<file path="config.mk">
export PLATFORM = sky130hd
export DESIGN_NAME = pci_status_flags
export DESIGN_NICKNAME = d
export VERILOG_FILES = /design/src/logic/pci_status_pkg.sv /design/src/logic/sync_bits.sv /design/src/logic/devsel_timer.sv /design/src/logic/pci_status_flags.sv
export VERILOG_INCLUDE_DIRS = /design/src /design/src/logic
export SDC_FILE = /design/constraint.sdc
export NUM_CORES = 1
export LEC_CHECK = 0
export BUFFER_PORTS_ARGS = -buffer_cell sky130_fd_sc_hd__buf_2
export CAP_MARGIN = 20
export CORE_ASPECT_RATIO = 2
export CORE_MARGIN = 2
export CORE_UTILIZATION = 33
export CTS_CLUSTER_DIAMETER = 100
export CTS_CLUSTER_SIZE = 20
export DETAILED_ROUTE_END_ITERATION = 8
export GPL_ROUTABILITY_DRIVEN = 0
export SLEW_MARGIN = 20
export SYNTH_ARGS = -nofsm -noshare
export SYNTH_HDL_FRONTEND = slang
export SYNTH_SLANG_ARGS = --single-unit
export TNS_END_PERCENT = 20
</file>
<file path="constraint.sdc">
create_clock -name clk_sys -period 1.3 [get_ports clk_sys]
set_input_delay 0 -clock clk_sys [delete_from_list [all_inputs] [get_ports clk_sys]]
set_output_delay 0 -clock clk_sys [all_outputs]
set_load 0.1 [all_outputs]
</file>
<file path="src/logic/pci_status_defines.svh">
// constants for the pci status flag block: register offsets, bit positions,
// fixed field values and target decode slots.
// assumes an 8-bit register address on the plain register port.
`ifndef PCI_STATUS_DEFINES_SVH
`define PCI_STATUS_DEFINES_SVH

// ************************************************************
// register offsets
// ************************************************************
`define OFS_STATUS_CMD   8'h04
`define OFS_IRQ_STATUS   8'h10
`define OFS_IRQ_CLEAR    8'h14
`define OFS_IRQ_ENABLE   8'h18

// ************************************************************
// status and command word layout
// ************************************************************
`define BIT_SYS_ERR      30
`define BIT_MABORT_RX    29
`define BIT_TABORT_RX    28
`define BIT_TABORT_TX    27
`define DEVSEL_HI        26
`define DEVSEL_LO        25
`define BIT_INIT_PARITY  24
`define BIT_B2B_CAP      23
`define BIT_66M_CAP      21
`define BIT_CAP_LIST     20
`define BIT_PARITY_RESP  6
`define BIT_RSVD_HI      22
`define RSVD_LOW_HI      19
`define RSVD_LOW_LO      10
`define DEVSEL_MEDIUM    2'h1

// ************************************************************
// flag vector and interrupt register layout
// ************************************************************
`define NUM_FLAGS        5
`define FLAG_SYS_ERR     0
`define FLAG_MABORT_RX   1
`define FLAG_TABORT_RX   2
`define FLAG_TABORT_TX   3
`define FLAG_INIT_PARITY 4

// ************************************************************
// target decode
// ************************************************************
`define CMD_CFG_READ     4'ha
`define CMD_CFG_WRITE    4'hb
`define SLOT_MEDIUM      2'h2
`define SLOT_SLOW        2'h3

`endif

</file>
<file path="src/logic/pci_status_pkg.sv">
// types shared by the pci status flag block.
// assumes pci_status_defines.svh holds the numeric constants.
package pci_status_pkg;

  typedef enum logic [1:0] {
    DS_IDLE  = 2'b00,
    DS_COUNT = 2'b01,
    DS_DRIVE = 2'b10
  } devsel_state_t;

endpackage

</file>
<file path="src/logic/sync_bits.sv">
// two flip-flop synchroniser for a group of pin levels.
// assumes the inputs are levels that hold for several clk_sys cycles.
`timescale 1ns/100ps

module sync_bits #(
  parameter int WIDTH = 1
) (
  // clock and reset
  input  wire logic             clk_sys,
  input  wire logic             rst,
  // levels
  input  wire logic [WIDTH-1:0] pinIn,
  output logic      [WIDTH-1:0] syncOut
);

  logic [WIDTH-1:0] stage1;
  logic [WIDTH-1:0] next_stage1;
  logic [WIDTH-1:0] next_syncOut;

  always_comb begin
    next_stage1  = pinIn;
    next_syncOut = stage1;
  end

  always_ff @(posedge clk_sys or posedge rst) begin
    if (rst) begin
      stage1  <= '0;
      syncOut <= '0;
    end else begin
      stage1  <= next_stage1;
      syncOut <= next_syncOut;
    end
  end

endmodule

</file>
<file path="src/logic/devsel_timer.sv">
// target decode timer: drives devsel low in the medium slot after the
// address phase, or the slow slot for configuration commands.
// assumes all pci inputs are already synchronised and pciEdge marks one
// rising pci clock edge.
`timescale 1ns/100ps

`include "pci_status_defines.svh"

module devsel_timer
  import pci_status_pkg::*;
(
  // clock and reset
  input  wire logic       clk_sys,
  input  wire logic       rst,
  // sampled pci bus
  input  wire logic       pciEdge,
  input  wire logic       frameLow,
  input  wire logic [3:0] busCmd,
  input  wire logic       addrHit,
  input  wire logic       transEnd,
  // devsel pin
  output logic            devselNOut,
  output logic            devselOe
);

  devsel_state_t state;
  devsel_state_t next_state;
  logic [1:0]    cnt;
  logic [1:0]    next_cnt;
  logic [1:0]    slot;
  logic [1:0]    next_slot;
  logic          framePrev;
  logic          next_framePrev;
  logic          next_devselOe;
  logic          isCfg;

  assign isCfg = (busCmd == `CMD_CFG_READ) || (busCmd == `CMD_CFG_WRITE);

  always_comb begin
    next_state     = state;
    next_cnt       = cnt;
    next_slot      = slot;
    next_framePrev = framePrev;
    next_devselOe  = devselOe;
    if (pciEdge) begin
      next_framePrev = frameLow;
      case (state)
        DS_IDLE: begin
          if (frameLow && !framePrev && addrHit) begin
            next_cnt   = 2'h0;
            // configuration may answer later; all else by medium
            next_slot  = isCfg ? `SLOT_SLOW : `SLOT_MEDIUM;
            next_state = DS_COUNT;
          end
        end
        DS_COUNT: begin
          next_cnt = cnt + 2'h1;
          if (cnt + 2'h1 == slot) begin
            next_devselOe = 1'b1;
            next_state    = DS_DRIVE;
          end
        end
        DS_DRIVE: begin
          if (transEnd) begin
            next_devselOe = 1'b0;
            next_state    = DS_IDLE;
          end
        end
        default: begin
          next_devselOe = 1'b0;
          next_state    = DS_IDLE;
        end
      endcase
    end
  end

  always_ff @(posedge clk_sys or posedge rst) begin
    if (rst) begin
      state      <= DS_IDLE;
      cnt        <= 2'h0;
      slot       <= `SLOT_MEDIUM;
      framePrev  <= 1'b0;
      devselOe   <= 1'b0;
      devselNOut <= 1'b1;
    end else begin
      state      <= next_state;
      cnt        <= next_cnt;
      slot       <= next_slot;
      framePrev  <= next_framePrev;
      devselOe   <= next_devselOe;
      devselNOut <= ~next_devselOe;
    end
  end
endmodule

</file>
<file path="src/logic/pci_status_flags.sv">
// pci status flags: upper status half of the status and command word,
// the parity response enable, interrupt flags and target decode timing.
// assumes the pci clock and bus pins arrive unsynchronised; every pin is
// sampled on clk_sys and acted on at a rising pci clock edge.
//
// Strobed register access and the register addresses were decided locally.
`timescale 1ns/100ps

`include "pci_status_defines.svh"

module pci_status_flags
  import pci_status_pkg::*;
(
  // clock and reset
  input  wire logic        clk_sys,
  input  wire logic        rst,
  // register port
  input  wire logic [7:0]  regAddr,
  input  wire logic [31:0] regWdata,
  input  wire logic        regWr,
  input  wire logic        regRd,
  output logic      [31:0] regRdata,
  // interrupt
  output logic             irq,
  // pci clock and observed pins
  input  wire logic        pciClk,
  input  wire logic        serrN,
  input  wire logic        perrN,
  input  wire logic        frameN,
  input  wire logic [3:0]  busCmd,
  // pci engine status lines
  input  wire logic        isMaster,
  input  wire logic        specialCycle,
  input  wire logic        masterAbort,
  input  wire logic        targetAbortIn,
  input  wire logic        targetAbortOut,
  input  wire logic        addrHit,
  input  wire logic        transEnd,
  // devsel pin
  output logic             devselNOut,
  output logic             devselOe
);

  localparam int NIN = 13;

  // ************************************************************
  // pin sampling
  // ************************************************************
  logic [NIN-1:0] pinRaw;
  logic [NIN-1:0] pinSync;
  logic           pciClkS;
  logic           serrLow;
  logic           perrLow;
  logic           frameLow;
  logic [3:0]     cmdS;
  logic           masterS;
  logic           specialS;
  logic           mAbortS;
  logic           tAbortInS;
  logic           tAbortOutS;
  logic           hitS;
  logic           endS;
  logic           pciClkPrev;
  logic           pciEdge;

  assign pinRaw = {pciClk, ~serrN, ~perrN, ~frameN, busCmd, isMaster,
                   specialCycle, masterAbort, targetAbortIn, targetAbortOut};

  // the link lines and engine status, all but hit and end, cross in together
  sync_bits #(.WIDTH(NIN)) u_sync (
    .clk_sys (clk_sys),
    .rst     (rst),
    .pinIn   (pinRaw),
    .syncOut (pinSync)
  );

  assign {pciClkS, serrLow, perrLow, frameLow, cmdS, masterS,
          specialS, mAbortS, tAbortInS, tAbortOutS} = pinSync;

  // decode hit and end come from logic on clk_sys, so no sync
  assign hitS = addrHit;
  assign endS = transEnd;

  // a pci clock already high at reset release gives one early edge; it
  // is harmless, the pins are sampled in mid-phase where they stand still
  assign pciEdge = pciClkS && !pciClkPrev;

  // ************************************************************
  // events at each pci edge
  // ************************************************************
  logic                  parity_response_enable;
  logic [`NUM_FLAGS-1:0] ev;

  always_comb begin
    ev = '0;
    if (pciEdge) begin
      ev[`FLAG_SYS_ERR]   = serrLow;
      ev[`FLAG_MABORT_RX] = mAbortS && !specialS;
      ev[`FLAG_TABORT_RX] = tAbortInS && masterS;
      ev[`FLAG_TABORT_TX] = tAbortOutS && !masterS;
      // parity ignored entirely while response disabled
      ev[`FLAG_INIT_PARITY] = perrLow && masterS && parity_response_enable;
    end
  end

  // ************************************************************
  // registers
  // ************************************************************
  logic [`NUM_FLAGS-1:0] flags;
  logic [`NUM_FLAGS-1:0] next_flags;
  logic [`NUM_FLAGS-1:0] irqEn;
  logic [`NUM_FLAGS-1:0] next_irqEn;
  logic [`NUM_FLAGS-1:0] clr;
  logic                  next_parity_response_enable;
  logic                  next_pciClkPrev;
  logic [31:0]           next_regRdata;
  logic [31:0]           statusWord;
  logic                  next_irq;

  always_comb begin
    statusWord                   = 32'h0000_0000;
    statusWord[`BIT_SYS_ERR]     = flags[`FLAG_SYS_ERR];
    statusWord[`BIT_MABORT_RX]   = flags[`FLAG_MABORT_RX];
    statusWord[`BIT_TABORT_RX]   = flags[`FLAG_TABORT_RX];
    statusWord[`BIT_TABORT_TX]   = flags[`FLAG_TABORT_TX];
    statusWord[`DEVSEL_HI:`DEVSEL_LO] = `DEVSEL_MEDIUM;
    statusWord[`BIT_INIT_PARITY] = flags[`FLAG_INIT_PARITY];
    statusWord[`BIT_B2B_CAP]     = 1'b1;
    statusWord[`BIT_66M_CAP]     = 1'b1;
    statusWord[`BIT_CAP_LIST]    = 1'b1;
    statusWord[`BIT_PARITY_RESP] = parity_response_enable;
  end

  always_comb begin
    clr = '0;
    if (regWr && regAddr == `OFS_STATUS_CMD) begin
      // write one to clear; fixed and reserved bits ignore writes
      clr[`FLAG_SYS_ERR]     = regWdata[`BIT_SYS_ERR];
      clr[`FLAG_MABORT_RX]   = regWdata[`BIT_MABORT_RX];
      clr[`FLAG_TABORT_RX]   = regWdata[`BIT_TABORT_RX];
      clr[`FLAG_TABORT_TX]   = regWdata[`BIT_TABORT_TX];
      clr[`FLAG_INIT_PARITY] = regWdata[`BIT_INIT_PARITY];
    end else if (regWr && regAddr == `OFS_IRQ_CLEAR) begin
      clr = regWdata[`NUM_FLAGS-1:0];
    end
  end

  always_comb begin
    // an event in the clearing cycle wins over the clear
    next_flags      = (flags & ~clr) | ev;
    next_parity_response_enable      = parity_response_enable;
    next_irqEn      = irqEn;
    next_pciClkPrev = pciClkS;
    next_regRdata   = 32'h0000_0000;
    if (regWr && regAddr == `OFS_STATUS_CMD) begin
      next_parity_response_enable = regWdata[`BIT_PARITY_RESP];
    end
    if (regWr && regAddr == `OFS_IRQ_ENABLE) begin
      next_irqEn = regWdata[`NUM_FLAGS-1:0];
    end
    if (regRd) begin
      case (regAddr)
        `OFS_STATUS_CMD: next_regRdata = statusWord;
        `OFS_IRQ_STATUS: next_regRdata[`NUM_FLAGS-1:0] = flags;
        `OFS_IRQ_ENABLE: next_regRdata[`NUM_FLAGS-1:0] = irqEn;
        default:         next_regRdata = 32'h0000_0000;
      endcase
    end
    next_irq = |(next_flags & next_irqEn);
  end

  always_ff @(posedge clk_sys or posedge rst) begin
    if (rst) begin
      flags      <= '0;
      irqEn      <= '0;
      parity_response_enable      <= 1'b0;
      pciClkPrev <= 1'b0;
      regRdata   <= 32'h0000_0000;
      irq        <= 1'b0;
    end else begin
      flags      <= next_flags;
      irqEn      <= next_irqEn;
      parity_response_enable      <= next_parity_response_enable;
      pciClkPrev <= next_pciClkPrev;
      regRdata   <= next_regRdata;
      irq        <= next_irq;
    end
  end

  // ************************************************************
  // target decode timing
  // ************************************************************
  devsel_timer u_devsel (
    .clk_sys    (clk_sys),
    .rst        (rst),
    .pciEdge    (pciEdge),
    .frameLow   (frameLow),
    .busCmd     (cmdS),
    .addrHit    (hitS),
    .transEnd   (endS),
    .devselNOut (devselNOut),
    .devselOe   (devselOe)
  );
endmodule

</file>
==> metrics.md <==
| Metric | Value |
|---|---|
| GRT Util Overall | 12.74% |
| Crit path cell chain | buf_6, or4_4, nor3_4, buf_6, mux2_4, a21boi_2, nand4b_1 |
| Register area | approximately 0.0014 sq mm |
| Total Wirelength | 4239 microns |
| Unique cell type count in the Yosys netlist | 39 |
| Sequential area share after synthesis | a little under two thirds |
| Leakage | 1.582 nW |
| Number of synthesized register bits | 57 |
| Worst Path Arrival | approximately 1600 ps |
| Post-route minimum period | around 1400 ps |
| # IOs | 94 |
| Worst path bufs/invs | 2 |
| R2r startpoint | u_sync.syncOut[12] |
| Max cap viols | 0 |
| GRT overflow | 0 |
| Setup Slack @ Placement | -530.5 ps |
| Crit Path Class | primary input to flip-flop |
| Critical Path Sink | irq |
| Primary FF master, synth | dfrtp_1 |
| Vias in the first global route | 1,588 |
| Reg-to-reg slack, setup | -10 ps |
| Antenna violations before repair | 0 |
| Die Wd | 62.24 microns |
| Setup WS post-layout | -149.3 ps |
| Detail Placement HPWL | 3161 microns |
| Share of cells above drive strength 1 | a little under two fifths |
| Setup crit start | regAddr[7] |
| Initial Utilization | 34.08% |
| Crit-path max FO | 4 |
| Avg WL per Cell | roughly 12 microns |
| First-pass GRT wire length | ~7000 microns |
| Fill cells | around 600 |
| Mapped cell area | between 0.002 and 0.0025 sq mm |
| Commonest non-fill, non-tap cell in the layout | dfrtp_1 |
| Clock latency on the worst-skew pair | 320 ps |
| Failing checks | negative setup slack |
| Initial DRC count | 43 |
| # diodes | 0 |
| Die Ht | between 100 and 150 microns |
| DR vias | 1,535 |
| Number of synthesized flops with an enable pin | 0 |
| Status | finished, violations left |
| Fraction of registers with async set or reset after synthesis | 100.0% |
| Worst path top cell family by delay | simple AND/OR/NAND/NOR gates |
| Setup TNS | -149.3 ps |
| Residual DRC | 0 |
| Worst path max stage delay | around 570 ps |
| HP Class | primary input to flip-flop |
| Maximum clock path buffer count | 2 |
| Multi-input logic area | 711.9 sq um |
| Vias per std cell | ~4.2 |
| Stages on the worst setup path | 7 |
| Syn. warnings | 0 |
| CTS buffer count | 9 |
| CP Launch Type | primary input |
| Critical Path Most Common Cell | buf_6 |
| # clock sinks | 57 |
| Final core occ | 48.44% |
| Placed cells | 326 |
| FMAX | approximately 0.7 GHz |
| Core box area | 0.006569 sq mm |
| Final setup viols | 1 |
| Worst clock skew | approximately 3.9 ps |
| Syn-to-layout area delta | 42.15% |
| Syn Area/Cell | about 13 sq um |
| Tot Pwr | slightly below 5 mW |
| R2R depth | 6 |
| Clock tree from TritonCTS | built |
| DIE AREA | 0.007497 sq mm |
| Non-Filler Instances | 362 |
| CTS root buf | clkbuf_16 |
| Cell row count | 42 |
| Most frequent cells in the layout | 56 x dfrtp_1, 52 x buf_2, 19 x nand2_1, 19 x dlygate4sd3_1, 17 x conb_1 |
| Max VDD drop | 0.7562 mV |
| RSZ-0062 raised after global routing | true |
| Port Buf Inserts | 54 |
| Reg clk slew, reported paths | 50 ps |
| Setup crit end kind | flip-flop |
| Pwr per Cell Area | roughly 1500 mW/mm^2 |
| DRT antenna net count | 0 |
| Final cycle utilization of the critical path | 111.5% |
| Hold Fails Final Rpt | 0 |
| Router iterations before antenna repair | 4 |
| Post-layout net count | about 330 |
| Max-slew violation count | 0 |
| Slowest stage cell, crit path | or4_4 |
| CTS HTree Levels | 3 |
| Largest net degree at the start of global routing | 29 |
| Mapped Cells | 176 |
| Crit path required time | approximately 1500 ps |
| Reg-to-Reg End | irq |
## worst min path at each step
stage / from / to / slack [ps] / depth (start not counted)
finish: regAddr[2] / regRdata[1] / 30 / 3
global route: regAddr[2] / regRdata[2] / 50 / 3
CTS: regAddr[2] / regRdata[3] / 20 / 3
detailed placement: rst / u_sync.next_syncOut[1] / 50 / 2
global placement: rst / u_sync.next_syncOut[1] / 40 / 2
floorplan: targetAbortOut / u_sync.next_syncOut[0] / 30 / 0
## layout make-up
| class | count | share of cell area, % |
|---|---|---|
| clock buffers | 14 | 8.297 |
| clock inverters | 2 | 0.3932 |
| inverters | 6 | 0.8258 |
| multi-input cells | 105 | 22.38 |
| flip-flops and latches | 57 | 44.87 |
| well taps | 88 | 3.460 |
| repair buffers | 90 | 19.78 |
## what timing repair did
item,in CTS,in global routing
endpoints found under the hold margin,34,0
pin swaps,2,2
buffers inserted,1,0
setup endpoints to repair,6,5
resized for setup,3,6
hold buffers,19,0
## registers in the layout, summed over array words and instances, names as in the netlist, 2 cells and up
signal / cells
u_sync.next_syncOut: 12
flags: 5
u_devsel.state: 2
u_devsel.cnt: 2
regRdata: 12
u_sync.syncOut: 12
irqEn: 5
## power by group
part / switching (mW) / internal, mW
registers: 0.118 / 1.91
logic: 0.511 / 0.249
clock network: 0.732 / 1.39
## kinds of logic after synthesis
| logic type | count (synthesis) | share of synthesized area (%) |
|---|---|---|
| DFF | 57 | 63.78 |
| and+or+nand+nor | 54 | 13.81 |
| buffers and inverters | 30 | 8.720 |
| AOI/OAI and AO/OA | 18 | 5.870 |
| muxes | 16 | 7.658 |
| other | 1 | 0.1675 |
## metrics by stage
step	hold slack (ps)	area, sq um
after CTS	23.07	3149
after detailed placement	53.27	2661
after global placement	38.32	2661
final	30.97	3182
after floorplan	31.43	2308
after global routing	47.86	3182
## worst reg2reg max path, delay by kind of cell, from the launching register on
family / cells / cell delay, ps
buf+inv: 1 / 130
compound gates: 1 / 220
flops: 1 / 360
simple gates: 4 / 460
## per-layer routing
metal,share of wire (%),track usage (%),vias up
met3,6.4,4.744,16
met5,0,0,-
met4,4.4,10.69,0
li1,-,-,744
met2,54,21.81,63
met1,35,11.79,712
## synthesized netlist by cell type (all sizes together) (2+ instances only)
master / number / area (sq um)
mux2i: 10 / 100.1
mux2: 6 / 71.31
o21ai: 7 / 38.78
dfrtp: 56 / 1401
nand2b: 5 / 31.28
nand2: 19 / 71.32
nand3b: 4 / 30.03
nor2b: 2 / 12.51
buf: 21 / 161.4
clkbuf: 3 / 11.26
inv: 6 / 22.52
o41ai: 3 / 26.28
or4: 2 / 18.77
and2: 6 / 37.54
nor2: 8 / 30.03
No activity file was read; power rests on OpenSTA's default activity.
